`src/rtl/rccr_map.svh`:
```
// register offsets, fields, reset values and timing figures of the repeater channel bank
// How it works
// - auto bit picks detector, else manual mute
// - manual mute bit mutes output when set
// - sense mode 00 keeps input high impedance
// - mode 01 probes every 12 ms, 50 times
// - mode 10 probes every 12 ms until found
// - mode 11 termination permanent; register beats strap
// - swing bit 7 gates short-circuit protection
// - swing bit 6 forces gen 1/2 or 3
// - swing code 000..111 gives 0.7..1.4 V
// - status bit 7 reports far receiver found
// - status bits 6:5 report detected link speed
// - three-bit de-emphasis code selects 0..-12 dB
// - idle release threshold code, overrides strap
// - idle entry threshold code bits 1:0
`ifndef RCCR_MAP_SVH
`define RCCR_MAP_SVH

////////////////////////////////////////////////////////////////////////////////
// register offsets
`define RCCR_OFS_IDLE_CTRL 8'h40
`define RCCR_OFS_EQUALIZER 8'h41
`define RCCR_OFS_SWING 8'h42
`define RCCR_OFS_STATUS_DEEMPH 8'h43
`define RCCR_OFS_IDLE_THRESH 8'h44
`define RCCR_OFS_PART_ID 8'h51

////////////////////////////////////////////////////////////////////////////////
// reset values
`define RCCR_RST_IDLE_CTRL 8'h00
`define RCCR_RST_EQUALIZER 8'h2f
`define RCCR_RST_SWING 8'had
`define RCCR_RST_DEEMPH 5'h02
`define RCCR_RST_IDLE_THRESH 8'h00

////////////////////////////////////////////////////////////////////////////////
// field positions
`define RCCR_IDLE_AUTO_BIT 5
`define RCCR_IDLE_SEL_BIT 4
`define RCCR_SENSE_MSB 3
`define RCCR_SENSE_LSB 2
`define RCCR_SCP_BIT 7
`define RCCR_RATE_SEL_BIT 6
`define RCCR_STAT_FOUND_BIT 7

////////////////////////////////////////////////////////////////////////////////
// sense modes
`define RCCR_SENSE_OFF 2'h0
`define RCCR_SENSE_RUN50 2'h1
`define RCCR_SENSE_FREE 2'h2
`define RCCR_SENSE_FIXED 2'h3

////////////////////////////////////////////////////////////////////////////////
// timing
`define RCCR_CLK_PERIOD_NS 10
`define RCCR_PROBE_INTERVAL_NS 12000000
`define RCCR_PROBE_WINDOW_NS 600000000

`endif

```
`src/rtl/rccr_pkg.sv`:
```
// types shared by the repeater channel register bank
`default_nettype none
package rccr_pkg;
  // receiver sense sequencer, gray along off-wait-probe-done
  typedef enum logic [1:0] {
    DET_OFF = 2'h0,
    DET_WAIT = 2'h1,
    DET_PROBE = 2'h3,
    DET_DONE = 2'h2
  } rccr_det_state_t;
endpackage
`default_nettype wire

```
`src/rtl/rccr_channel_regs.sv`:
```
// per-channel configuration and status registers with receiver sense sequencing
`timescale 1ns/1ps
`default_nettype none
`include "rccr_map.svh"

module rccr_channel_regs #(
  parameter int unsigned PROBE_INTERVAL_CYC = `RCCR_PROBE_INTERVAL_NS / `RCCR_CLK_PERIOD_NS,
  parameter int unsigned PROBE_ATTEMPTS = `RCCR_PROBE_WINDOW_NS / `RCCR_PROBE_INTERVAL_NS,
  parameter logic [7:0] PART_CODE = 8'h5a // arbitrary identity value
) (
  input wire logic sys_clk, // 100 MHz clock
  input wire logic rst, // synchronous reset, active high
  input wire logic reg_wr_en, // register write strobe
  input wire logic reg_rd_en, // register read strobe
  input wire logic [7:0] reg_addr, // register offset
  input wire logic [7:0] reg_wdata, // write data
  output logic [7:0] reg_rdata, // read data, one cycle after strobe
  input wire logic idle_det_in, // idle detector says input is idle
  input wire logic rx_present_in, // probe result, valid while rx_probe high
  input wire logic [1:0] detected_speed_status_in, // live speed detector result
  output logic out_mute, // output held in electrical idle
  output logic term_50ohm, // input termination 50 ohm, else high-z
  output logic rx_probe, // one-cycle receiver probe request
  output logic scp_enable, // short-circuit protection on
  output logic rate_force_gen12, // force gen 1/2, else gen 3
  output logic [2:0] output_swing_level, // swing code
  output logic [2:0] deemphasis_level, // de-emphasis code
  output logic [7:0] receive_equalizer_level, // equalizer setting
  output logic [1:0] idle_release_thresh, // idle release threshold code
  output logic [1:0] idle_entry_thresh // idle entry threshold code
);

  localparam int CW = (PROBE_INTERVAL_CYC > 1) ? $clog2(PROBE_INTERVAL_CYC) : 1;
  localparam int AW = $clog2(PROBE_ATTEMPTS + 1);
  localparam logic [CW-1:0] TICK_LOAD = CW'(PROBE_INTERVAL_CYC - 1);
  localparam logic [AW-1:0] LAST_TRY = AW'(PROBE_ATTEMPTS - 1);

  // the counters cannot serve an empty interval or attempt budget
  if (PROBE_INTERVAL_CYC < 1 || PROBE_ATTEMPTS < 1) begin : g_bad_params
    $error("probe interval and attempt count must be at least one");
  end

  typedef struct packed {
    logic [7:0] idle_ctrl;
    logic [7:0] equalizer;
    logic [7:0] swing;
    logic [4:0] deemph;
    logic [7:0] thresh;
    logic rx_found;
    logic [1:0] speed;
    logic mute;
    logic term;
    logic probe;
    rccr_pkg::rccr_det_state_t det;
    logic [CW-1:0] tick;
    logic [AW-1:0] tries;
    logic [1:0] mode_seen;
    logic [7:0] rdata;
  } rccr_state_t;

  rccr_state_t st_ff;
  rccr_state_t nxt_st;
  logic [1:0] sense_mode;
  logic sense_active;

  assign sense_mode = st_ff.idle_ctrl[`RCCR_SENSE_MSB:`RCCR_SENSE_LSB];
  assign sense_active = (sense_mode == `RCCR_SENSE_RUN50) || (sense_mode == `RCCR_SENSE_FREE);

  ////////////////////////////////////////////////////////////////////////////////
  // next-state logic: register writes, reads, idle control and sensing
  always_comb begin
    nxt_st = st_ff;
    nxt_st.probe = 1'b0;
    // speed status follows the speed detector every cycle, not only on read
    nxt_st.speed = detected_speed_status_in;

    // writes; reserved patterns are stored as given, the host keeps them
    if (reg_wr_en) begin
      if (reg_addr == `RCCR_OFS_IDLE_CTRL) begin
        nxt_st.idle_ctrl = reg_wdata;
      end else if (reg_addr == `RCCR_OFS_EQUALIZER) begin
        nxt_st.equalizer = reg_wdata;
      end else if (reg_addr == `RCCR_OFS_SWING) begin
        nxt_st.swing = reg_wdata;
      end else if (reg_addr == `RCCR_OFS_STATUS_DEEMPH) begin
        nxt_st.deemph = reg_wdata[4:0];
      end else if (reg_addr == `RCCR_OFS_IDLE_THRESH) begin
        nxt_st.thresh = reg_wdata;
      end
    end

    // reads; unmapped offsets answer zero
    if (reg_rd_en) begin
      if (reg_addr == `RCCR_OFS_IDLE_CTRL) begin
        nxt_st.rdata = st_ff.idle_ctrl;
      end else if (reg_addr == `RCCR_OFS_EQUALIZER) begin
        nxt_st.rdata = st_ff.equalizer;
      end else if (reg_addr == `RCCR_OFS_SWING) begin
        nxt_st.rdata = st_ff.swing;
      end else if (reg_addr == `RCCR_OFS_STATUS_DEEMPH) begin
        nxt_st.rdata = {st_ff.rx_found, st_ff.speed, st_ff.deemph};
      end else if (reg_addr == `RCCR_OFS_IDLE_THRESH) begin
        nxt_st.rdata = st_ff.thresh;
      end else if (reg_addr == `RCCR_OFS_PART_ID) begin
        nxt_st.rdata = PART_CODE;
      end else begin
        nxt_st.rdata = 8'h00;
      end
    end

    // idle: detector in auto, else the manual mute bit
    if (st_ff.idle_ctrl[`RCCR_IDLE_AUTO_BIT]) begin
      nxt_st.mute = idle_det_in;
    end else begin
      nxt_st.mute = st_ff.idle_ctrl[`RCCR_IDLE_SEL_BIT];
    end

    // receiver sensing; a mode change restarts the sequence from scratch
    nxt_st.mode_seen = sense_mode;
    if (sense_mode != st_ff.mode_seen) begin
      nxt_st.det = rccr_pkg::DET_OFF;
      nxt_st.rx_found = 1'b0;
    end else begin
      case (st_ff.det)
        rccr_pkg::DET_OFF: begin
          nxt_st.tick = TICK_LOAD;
          nxt_st.tries = '0;
          if (sense_active) begin
            nxt_st.det = rccr_pkg::DET_WAIT;
          end
        end
        rccr_pkg::DET_WAIT: begin
          if (st_ff.tick == '0) begin
            nxt_st.det = rccr_pkg::DET_PROBE;
            nxt_st.probe = 1'b1;
          end else begin
            nxt_st.tick = st_ff.tick - 1'b1;
          end
        end
        rccr_pkg::DET_PROBE: begin
          if (rx_present_in) begin
            nxt_st.rx_found = 1'b1;
            nxt_st.det = rccr_pkg::DET_DONE;
          end else if (sense_mode == `RCCR_SENSE_RUN50 && st_ff.tries == LAST_TRY) begin
            // budget spent: give up, input stays high impedance
            nxt_st.tries = st_ff.tries + 1'b1;
            nxt_st.det = rccr_pkg::DET_DONE;
          end else begin
            // free-running mode holds the count; only mode 01 is capped
            nxt_st.tries = (sense_mode == `RCCR_SENSE_RUN50) ? st_ff.tries + 1'b1 : st_ff.tries;
            nxt_st.tick = TICK_LOAD;
            nxt_st.det = rccr_pkg::DET_WAIT;
          end
        end
        rccr_pkg::DET_DONE: begin
          nxt_st.det = rccr_pkg::DET_DONE;
        end
        default: begin
          nxt_st.det = rccr_pkg::DET_OFF;
        end
      endcase
    end

    // termination: register mode decides, no strap is consulted
    if (sense_mode == `RCCR_SENSE_FIXED) begin
      nxt_st.term = 1'b1;
    end else if (sense_mode == `RCCR_SENSE_OFF) begin
      nxt_st.term = 1'b0;
    end else begin
      nxt_st.term = st_ff.rx_found;
    end
  end

  ////////////////////////////////////////////////////////////////////////////////
  // state register
  always_ff @(posedge sys_clk) begin
    if (rst) begin
      st_ff <= '0;
      st_ff.idle_ctrl <= `RCCR_RST_IDLE_CTRL;
      st_ff.equalizer <= `RCCR_RST_EQUALIZER;
      st_ff.swing <= `RCCR_RST_SWING;
      st_ff.deemph <= `RCCR_RST_DEEMPH;
      st_ff.thresh <= `RCCR_RST_IDLE_THRESH;
      st_ff.det <= rccr_pkg::DET_OFF;
    end else begin
      st_ff <= nxt_st;
    end
  end

  ////////////////////////////////////////////////////////////////////////////////
  // outputs, each straight from the state register
  assign reg_rdata = st_ff.rdata;
  assign out_mute = st_ff.mute;
  assign term_50ohm = st_ff.term;
  assign rx_probe = st_ff.probe;
  assign scp_enable = st_ff.swing[`RCCR_SCP_BIT];
  assign rate_force_gen12 = st_ff.swing[`RCCR_RATE_SEL_BIT];
  assign output_swing_level = st_ff.swing[2:0];
  assign deemphasis_level = st_ff.deemph[2:0];
  assign receive_equalizer_level = st_ff.equalizer;
  assign idle_release_thresh = st_ff.thresh[3:2];
  assign idle_entry_thresh = st_ff.thresh[1:0];

  ////////////////////////////////////////////////////////////////////////////////
  // checks
  a_auto_idle_follow: assert property (@(posedge sys_clk) disable iff (rst)
    st_ff.idle_ctrl[`RCCR_IDLE_AUTO_BIT] |=> out_mute == $past(idle_det_in))
    else $error("auto idle mute does not follow detector");

  a_manual_mute: assert property (@(posedge sys_clk) disable iff (rst)
    !st_ff.idle_ctrl[`RCCR_IDLE_AUTO_BIT] |=> out_mute == $past(st_ff.idle_ctrl[`RCCR_IDLE_SEL_BIT]))
    else $error("manual mute not applied");

  a_off_high_z: assert property (@(posedge sys_clk) disable iff (rst)
    (sense_mode == `RCCR_SENSE_OFF) [*2] |=> !term_50ohm && !rx_probe)
    else $error("mode 00 terminated or probed");

  a_try_budget: assert property (@(posedge sys_clk) disable iff (rst)
    (sense_mode == `RCCR_SENSE_RUN50 && st_ff.det == rccr_pkg::DET_DONE && !st_ff.rx_found)
      |-> st_ff.tries == AW'(PROBE_ATTEMPTS))
    else $error("mode 01 stopped at wrong attempt count");

  a_probe_spacing: assert property (@(posedge sys_clk) disable iff (rst)
    rx_probe && !rx_present_in && sense_mode == `RCCR_SENSE_FREE && sense_mode == st_ff.mode_seen
      |=> (!rx_probe && st_ff.tick == TICK_LOAD))
    else $error("probe interval not restarted");

  a_found_term: assert property (@(posedge sys_clk) disable iff (rst)
    rx_probe && rx_present_in && sense_active && sense_mode == st_ff.mode_seen
      ##1 sense_mode == $past(sense_mode) |=> term_50ohm)
    else $error("termination not applied after detection");

  a_fixed_term: assert property (@(posedge sys_clk) disable iff (rst)
    sense_mode == `RCCR_SENSE_FIXED |=> term_50ohm)
    else $error("mode 11 not terminated");

  a_scp_write: assert property (@(posedge sys_clk) disable iff (rst)
    reg_wr_en && reg_addr == `RCCR_OFS_SWING |=> scp_enable == $past(reg_wdata[7]))
    else $error("protection bit not taken");

  a_rate_write: assert property (@(posedge sys_clk) disable iff (rst)
    reg_wr_en && reg_addr == `RCCR_OFS_SWING |=> rate_force_gen12 == $past(reg_wdata[6]))
    else $error("rate force bit not taken");

  a_speed_live: assert property (@(posedge sys_clk) disable iff (rst)
    ##2 reg_rd_en && reg_addr == `RCCR_OFS_STATUS_DEEMPH |=> reg_rdata[6:5] == $past(detected_speed_status_in, 2))
    else $error("speed status stale");

  a_found_read: assert property (@(posedge sys_clk) disable iff (rst)
    reg_rd_en && reg_addr == `RCCR_OFS_STATUS_DEEMPH |=> reg_rdata[7] == $past(st_ff.rx_found))
    else $error("found status wrong");

  // receiver sense sequencing, step by step
  a_probe_pulse: assert property (@(posedge sys_clk) disable iff (rst)
    rx_probe |=> !rx_probe)
    else $error("probe request longer than one cycle");

  a_probe_mode: assert property (@(posedge sys_clk) disable iff (rst)
    rx_probe |-> (st_ff.mode_seen == `RCCR_SENSE_RUN50 || st_ff.mode_seen == `RCCR_SENSE_FREE))
    else $error("probe outside an automatic sense mode");

  a_done_no_probe: assert property (@(posedge sys_clk) disable iff (rst)
    st_ff.det == rccr_pkg::DET_DONE |=> !rx_probe)
    else $error("probe after the sequence ended");

  a_fixed_no_probe: assert property (@(posedge sys_clk) disable iff (rst)
    (sense_mode == `RCCR_SENSE_FIXED) [*2] |=> !rx_probe)
    else $error("mode 11 probed");

  a_fixed_not_found: assert property (@(posedge sys_clk) disable iff (rst)
    (sense_mode == `RCCR_SENSE_FIXED) [*2] |=> !st_ff.rx_found)
    else $error("mode 11 reports a receiver");

  a_off_not_found: assert property (@(posedge sys_clk) disable iff (rst)
    (sense_mode == `RCCR_SENSE_OFF) [*2] |=> !st_ff.rx_found)
    else $error("mode 00 reports a receiver");

  a_change_restart: assert property (@(posedge sys_clk) disable iff (rst)
    sense_mode != st_ff.mode_seen |=> st_ff.det == rccr_pkg::DET_OFF && !st_ff.rx_found)
    else $error("mode change did not restart sensing");

  a_off_starts_wait: assert property (@(posedge sys_clk) disable iff (rst)
    st_ff.det == rccr_pkg::DET_OFF && sense_active && sense_mode == st_ff.mode_seen
      |=> st_ff.det == rccr_pkg::DET_WAIT && st_ff.tick == TICK_LOAD)
    else $error("sensing did not start its interval");

  a_wait_countdown: assert property (@(posedge sys_clk) disable iff (rst)
    st_ff.det == rccr_pkg::DET_WAIT && st_ff.tick != '0 && sense_mode == st_ff.mode_seen
      |=> st_ff.det == rccr_pkg::DET_WAIT && !rx_probe)
    else $error("probe before the interval ran out");

  a_probe_on_zero: assert property (@(posedge sys_clk) disable iff (rst)
    st_ff.det == rccr_pkg::DET_WAIT && st_ff.tick == '0 && sense_mode == st_ff.mode_seen
      |=> rx_probe && st_ff.det == rccr_pkg::DET_PROBE)
    else $error("probe missing at end of interval");

  a_hit_sets_found: assert property (@(posedge sys_clk) disable iff (rst)
    st_ff.det == rccr_pkg::DET_PROBE && rx_present_in && sense_mode == st_ff.mode_seen
      |=> st_ff.rx_found && st_ff.det == rccr_pkg::DET_DONE)
    else $error("successful probe not recorded");

  a_found_sticky: assert property (@(posedge sys_clk) disable iff (rst)
    st_ff.rx_found && sense_mode == st_ff.mode_seen |=> st_ff.rx_found)
    else $error("found status lost without mode change");

  a_found_needs_probe: assert property (@(posedge sys_clk) disable iff (rst)
    !st_ff.rx_found && !(st_ff.det == rccr_pkg::DET_PROBE && rx_present_in) |=> !st_ff.rx_found)
    else $error("found status set without a probe");

  a_term_follows: assert property (@(posedge sys_clk) disable iff (rst)
    sense_active |=> term_50ohm == $past(st_ff.rx_found))
    else $error("termination does not follow detection");

  // configuration fields take writes and hold otherwise
  a_swing_write: assert property (@(posedge sys_clk) disable iff (rst)
    reg_wr_en && reg_addr == `RCCR_OFS_SWING |=> output_swing_level == $past(reg_wdata[2:0]))
    else $error("swing code not taken");

  a_deemph_write: assert property (@(posedge sys_clk) disable iff (rst)
    reg_wr_en && reg_addr == `RCCR_OFS_STATUS_DEEMPH |=> deemphasis_level == $past(reg_wdata[2:0]))
    else $error("de-emphasis code not taken");

  a_release_write: assert property (@(posedge sys_clk) disable iff (rst)
    reg_wr_en && reg_addr == `RCCR_OFS_IDLE_THRESH |=> idle_release_thresh == $past(reg_wdata[3:2]))
    else $error("release threshold not taken");

  a_entry_write: assert property (@(posedge sys_clk) disable iff (rst)
    reg_wr_en && reg_addr == `RCCR_OFS_IDLE_THRESH |=> idle_entry_thresh == $past(reg_wdata[1:0]))
    else $error("entry threshold not taken");

  a_swing_hold: assert property (@(posedge sys_clk) disable iff (rst)
    !(reg_wr_en && reg_addr == `RCCR_OFS_SWING) |=> $stable({scp_enable, rate_force_gen12, output_swing_level}))
    else $error("swing register changed without write");

  a_deemph_hold: assert property (@(posedge sys_clk) disable iff (rst)
    !(reg_wr_en && reg_addr == `RCCR_OFS_STATUS_DEEMPH) |=> $stable(deemphasis_level))
    else $error("de-emphasis changed without write");

  a_thresh_hold: assert property (@(posedge sys_clk) disable iff (rst)
    !(reg_wr_en && reg_addr == `RCCR_OFS_IDLE_THRESH) |=> $stable({idle_release_thresh, idle_entry_thresh}))
    else $error("thresholds changed without write");

  // status and idle control
  a_status_ro: assert property (@(posedge sys_clk) disable iff (rst)
    reg_wr_en && reg_addr == `RCCR_OFS_STATUS_DEEMPH && st_ff.det != rccr_pkg::DET_PROBE
      && sense_mode == st_ff.mode_seen |=> st_ff.rx_found == $past(st_ff.rx_found))
    else $error("write reached the found status");

  a_speed_track: assert property (@(posedge sys_clk) disable iff (rst)
    1'b1 |=> st_ff.speed == $past(detected_speed_status_in))
    else $error("speed status not refreshed");

  a_mute_when_set: assert property (@(posedge sys_clk) disable iff (rst)
    !st_ff.idle_ctrl[`RCCR_IDLE_AUTO_BIT] && st_ff.idle_ctrl[`RCCR_IDLE_SEL_BIT] |=> out_mute)
    else $error("manual mute bit set but output on");

  a_auto_not_idle: assert property (@(posedge sys_clk) disable iff (rst)
    st_ff.idle_ctrl[`RCCR_IDLE_AUTO_BIT] && !idle_det_in |=> !out_mute)
    else $error("auto idle muted an active input");

endmodule
`default_nettype wire

```
`config.mk`:
```
export PLATFORM = sky130hd
export DESIGN_NAME = rccr_channel_regs
export DESIGN_NICKNAME = d
export VERILOG_FILES = /design/src/rtl/rccr_pkg.sv /design/src/rtl/rccr_channel_regs.sv
export VERILOG_INCLUDE_DIRS = /design/src /design/src/rtl
export SDC_FILE = /design/constraint.sdc
export NUM_CORES = 1
export LEC_CHECK = 0
export BUFFER_PORTS_ARGS = -buffer_cell sky130_fd_sc_hd__buf_2
export CAP_MARGIN = 40
export CORE_MARGIN = 2
export CORE_UTILIZATION = 28
export DETAILED_ROUTE_END_ITERATION = 8
export GPL_TIMING_DRIVEN = 0
export HOLD_SLACK_MARGIN = 0.05
export PLACE_DENSITY = 0.49
export SLEW_MARGIN = 40
export SYNTH_ARGS = -nofsm -noshare
export SYNTH_HDL_FRONTEND = slang
export SYNTH_SLANG_ARGS = --single-unit
```
`constraint.sdc`:
```
create_clock -name sys_clk -period 2.85 [get_ports sys_clk]
set_clock_uncertainty 0.05 [all_clocks]
set_input_delay 0.285 -clock sys_clk [delete_from_list [all_inputs] [get_ports sys_clk]]
set_output_delay 0.285 -clock sys_clk [all_outputs]
set_load 0.02 [all_outputs]
```
# After elaboration in Yosys (flattened, before gate mapping)
# Cells that the tools add are included.
[totals] ff_bits=82 inputBits=24
[classes] n_addsub=2 eq_ne=20 n_mux=21 n_bitwise=6 reduce_logical=18
[ops] op="$pmux 21 s3" n=1
[ops] op="$eq 8x7->1 const B" n=6
[ops] op="$mux 21" n=2
[ops] op="$mux 8" n=5
[ops] op="$mux 27" n=1
[ops] op="$logic_not 21->1" n=1
[ops] op="$sub 21x1->21 const B" n=1
[ops] op="$mux 6" n=2
[ops] op="$pmux 6 s2" n=1
[ops] op="$ne 2x2->1 const B" n=5
[ops] op="$reduce_and 5->1" n=2
[ops] op="$eq 2x2->1 const B" n=4
[ops] op="$pmux 2 s4" n=1
[ops] op="$reduce_and 4->1" n=2
[ops] op="$mux 7" n=1
[ops] op="$add 6x1->6 const B" n=1
[ops] op="$eq 6x6->1 const B" n=1
[ops] op="$mux 2" n=3
[ops] op="$not 1->1" n=6
[ops] op="$reduce_and 2->1" n=3
[ops] op="$reduce_and 6->1" n=1
[ops] op="$eq 2x1->1 const B" n=2
[ops] op="$logic_not 2->1" n=2
[ops] op="$mux 1" n=3
[ops] op="10 further kinds" n=10

# Depth between registers and ports, before layout
[depth] word_depth=7 mapped_depth=10 ltp_nobuf=7

# Worst setup path before layout
# Ideal clock, no wire load.
[synth_path] path_kind="reg2reg" start="register st_ff[22] (netlist name)" end="register st_ff[30] (netlist name)" setup_time_ps=120 arrival_time_ps=2547 path_slack_ps=133 path_stages_with_launch=8 path_buffers=2 period_less_slack_ps=2717 path_cell_list="dfxtp_1 > or4_4 > or4_1 > clkbuf_2 > or4_1 > clkbuf_2 > o31a_1 > o31a_1"
[synth_between] elab_chain_len=3 word_cells_on_any_way=6 classes_between="1 x add/sub; 1 x eq/ne; 2 x mux; 2 x reduce/logical"
[synth_lines] element="start, declared" line_no="rccr_channel_regs.sv:61" text="rccr_state_t st_ff;"
[synth_lines] element="start signal, assigned" line_no="rccr_channel_regs.sv:186" text="st_ff <= nxt_st;"
[synth_lines] element="$sub 21x1->21 / $logic_not 21->1 (equally long branches)" line_no="rccr_channel_regs.sv:137, rccr_channel_regs.sv:133"
[synth_lines] element="$mux 21 / $ne 2x2->1 (equally long branches)"
[synth_lines] element="$pmux 21 s3 / $reduce_and 5->1 (equally long branches)"
# Several ways; a longest one is shown, not always the timed one. The select of a mux whose other input is x is not followed.
# A chain may end at the register's enable or synchronous reset.

# Worst setup path in the final report
# Ends and elaborated chain as after synthesis.

==> metrics.md <==
| Metric | Value |
|---|---|
| Status | finished clean |
| Switching Share | 23.7% |
| Starting DRT DRC Count | 197 |
| Synth Area in XOR/XNOR | 1.99% |
| TritonCTS Buffers | 9 |
| Root buf cell | clkbuf_16 |
| Period utilization | 96.2% |
| Post-synthesis register bit count | 82 |
| Post-placement cell area | 0.00446 mm2 |
| Max Cap Viol | 0 |
| Crit path DAT | 2.92 ns |
| Number of diodes | 0 |
| Setup WS post-layout | 0.108 ns |
| Nets | 553 |
| Hold_ws | 0.0998 ns |
| Critical Path Start Type | register |
| Peak supply drop | 0.000250 V |
| Total track usage | 15.1% |
| Leakage | 2.06 nW |
| Hold crit path type | in -> reg |
| Number of flops mapped to enable cells by yosys | 0 |
| Place WS | -0.150 ns |
| IO Port Bufs | 51 |
| I/O pin count | 55 |
| Clock group share of total power | 48.0% |
| Drt wl/cell | 15.3 um |
| Die Y | 123 um |
| Internal power | 1.91 mW |
| FILL cells | 1474 |
| Post-synthesis compound-gate area fraction | 15.9% |
| Synthesized cell area | 0.00397 mm2 |
| Multi-input gate area | 0.00200 mm2 |
| Core region area | 0.0139 mm2 |
| Mapped Nets | 489 |
| # rows | 43 |
| Clock Path Buffers | 2 |
| Syn_area_per_cell | 8.65 um2 |
| Largest family of logic cells by synthesized area | simple AND/OR/NAND/NOR gates |
| Congestion Overflow GR | 0 |
| Core Util, Final | 34.6% |
| Most common cell after layout, fill and taps aside | dfxtp_1 |
| Fmax | 0.365 GHz |
| Post-synthesis adder-cell area fraction | 1.89% |
| Most used DFF post-synth | dfxtp_1 |
| Simple-Gate Fraction of Synth Area | 21.6% |
| Post-route design area | 0.00481 mm2 |
| Worst rel slew slack | 51.7% |
| Worst skew pair latency | 0.35 ns |
| RD Place Congestion | 0.825 |
| Crit path buffers/inverters | 1 |
| Pre-Repair DR Iteration Count | 4 |
| # H-tree levels | 3 |
| Post-Route WL | 10800 um |
| Cells after synthesis | 459 |
| CP endpoint kind | register |
| P&R area growth vs syn | 21.1% |
| CP max stage cell | or4_4 |
| Mux cell area share after synthesis | 8.32% |
| Synth warn | 0 |
| Combinational Power Share | 5.0% |
| Final hold vios | 0 |
| Crit path cell chain | or4_4 -> or4_4 -> or4_1 -> clkbuf_4 -> o31a_1 -> o31a_1 |
| Tmin final | 2.74 ns |
| PwrDens | 520 mW/mm2 |
| Clock sinks | 82 |
| Switching power | 0.591 mW |
| Worst Tran Pin Value | 0.725 ns |
| Post-DRT Antenna Nets | 0 |
| Max Slew Vio Count | 0 |
| Number of setup violations in the final report | 0 |
| Slowest stage delay, CP | 0.57 ns |
| Worst-path clk slew | 0.06 ns |
| Die Wd | 123 um |
| Vias in the first global route | 3325 |
| HPWL after detailed placement | 7920 um |
| TritonCTS clock tree | done |
| CP Max Fanout | 7 |
| First-pass GRT wire length | 17200 um |
| Die area | 0.0151 mm2 |
| Async SR Flop Fraction | 0% |
| Register Area | 0.00164 mm2 |
| CP Data Required Time | 3.03 ns |
| Number of vias per cell | 4.94 |
| Setup CP Type | reg -> reg |
| Register area share after synthesis | 41.4% |
| Most frequent cells in the layout | 82 x dfxtp_1, 52 x buf_2, 45 x nor2_1, 33 x mux2i_1, 32 x nand2_1 |
| Layout cells sized above 1 | 22.2% |
| Initial antenna violation count | 0 |
| Flop pwr share | 46.9% |
| Family with the most delay on the worst path | simple AND/OR/NAND/NOR gates |
| Total number of vias | 3501 |
| Netlist cell types | 45 |
| Post-CTS Hold Fix Bufs | 0 |
| RSZ-0062 raised after global routing | false |
| Initial Util | 28.6% |
| Residual DRC | 0 |
| Largest net degree at the start of global routing | 15 |
flip-flops by register name (all words and copies together), names as in the netlist:
name	flops
rx_probe	1
out_mute	1
rate_force_gen12	1
nxt_st	2
scp_enable	1
receive_equalizer_level	8
term_50ohm	1
st_ff	49
idle_entry_thresh	2
output_swing_level	3
deemphasis_level	3
reg_rdata	8
idle_release_thresh	2
logic make-up after synthesis:
logic type | after synthesis
buffers and inverters | 68
adders and majority gates | 6
DFF | 82
muxes | 33
and+or+nand+nor | 163
xor gates and xnor gates | 9
AOI/OAI and AO/OA | 98
layout make-up:
class | count | share of cell area, %
clock inverter | 6 | 1.38
multi-input combinational | 309 | 41.6
buffer | 50 | 6.12
tap | 180 | 4.69
clock buffer | 10 | 4.97
timing repair buffer | 54 | 5.78
sequential | 82 | 34.2
inverter | 17 | 1.33
power by group through the flow:
stage | Clock, mW | Sequential, mW | Combinational (mW)
after global routing | 1.28 | 1.17 | 0.138
after global placement | 0 | 1.20 | 0.121
final | 1.20 | 1.17 | 0.125
after CTS | 1.23 | 1.17 | 0.124
after detailed placement | 0 | 1.20 | 0.124
after floorplan | 0 | 1.19 | 0.0689
timing repair:
item,4_1_cts,5_1_grt
pin swaps,1,2
resized for setup,3,4
setup buffers,1,2
endpoints found under the setup margin,11,12
synthesized netlist by cell type (all sizes together), types with 2 or more instances:
cell    instances  share of area, %
a211oi          2              0.38
a21oi          29               3.7
a22o            5               1.1
a22oi           5              0.95
a31oi          14               2.2
and2            2              0.32
and3            3              0.47
buf            27               5.0
clkbuf         24               2.3
dfxtp          82                41
ha              6               1.9
inv            17               1.6
mux2i          33               8.3
nand2          32               3.0
nand2b          4              0.63
nand3          11               1.4
nand4           2              0.32
nand4b          3              0.66
nor2           45               4.3
nor2b          10               1.6
nor3            6              0.76
nor4            7               1.1
o211ai          2              0.38
o21ai          16               2.0
o221a           4               1.1
o22ai           4              0.63
o31a            2              0.44
o31ai          10               1.9
o41ai           2              0.44
or2             7               1.1
or3             9               1.4
or4            15               2.9
or4b            2              0.50
xor2            9               2.0
worst paths after layout:
check | slack, ns | to | cells past startpoint | start
max | 0.11 | st_ff[30]$_SDFFE_PP0P_ | 6 | st_ff[22]$_SDFFE_PP0P_
min | 0.1 | st_ff[42]$_SDFF_PP0_ | 2 | detected_speed_status_in[0]
max reg2reg | 0.11 | st_ff[30]$_SDFFE_PP0P_ | 6 | st_ff[22]$_SDFFE_PP0P_
min reg2reg | 0.41 | st_ff[52]$_SDFFE_PP0P_ | 2 | st_ff[52]$_SDFFE_PP0P_
routing by layer:
layer	vias up	wire, um	part of all wire [%]	GRT usage, %
met2	74	5010	46	24.6
met3	16	532	4.9	3.04
met1	1662	5050	47	19.1
met4	0	242	2.2	7.17
li1	1749	-	-	-
met5	-	0	0	0
metrics by stage:
step / std cells / total power [mW] / setup TNS (ns)
4_1_cts: 706 / 2.53 / 0
2_1_floorplan: 459 / 1.26 / 0
3_3_place_gp: 690 / 1.32 / -1.17
6_report: 708 / 2.50 / 0
5_1_grt: 708 / 2.59 / 0
3_5_place_dp: 690 / 1.32 / -1.13
Note: power is estimated with default switching activity, not from simulation.
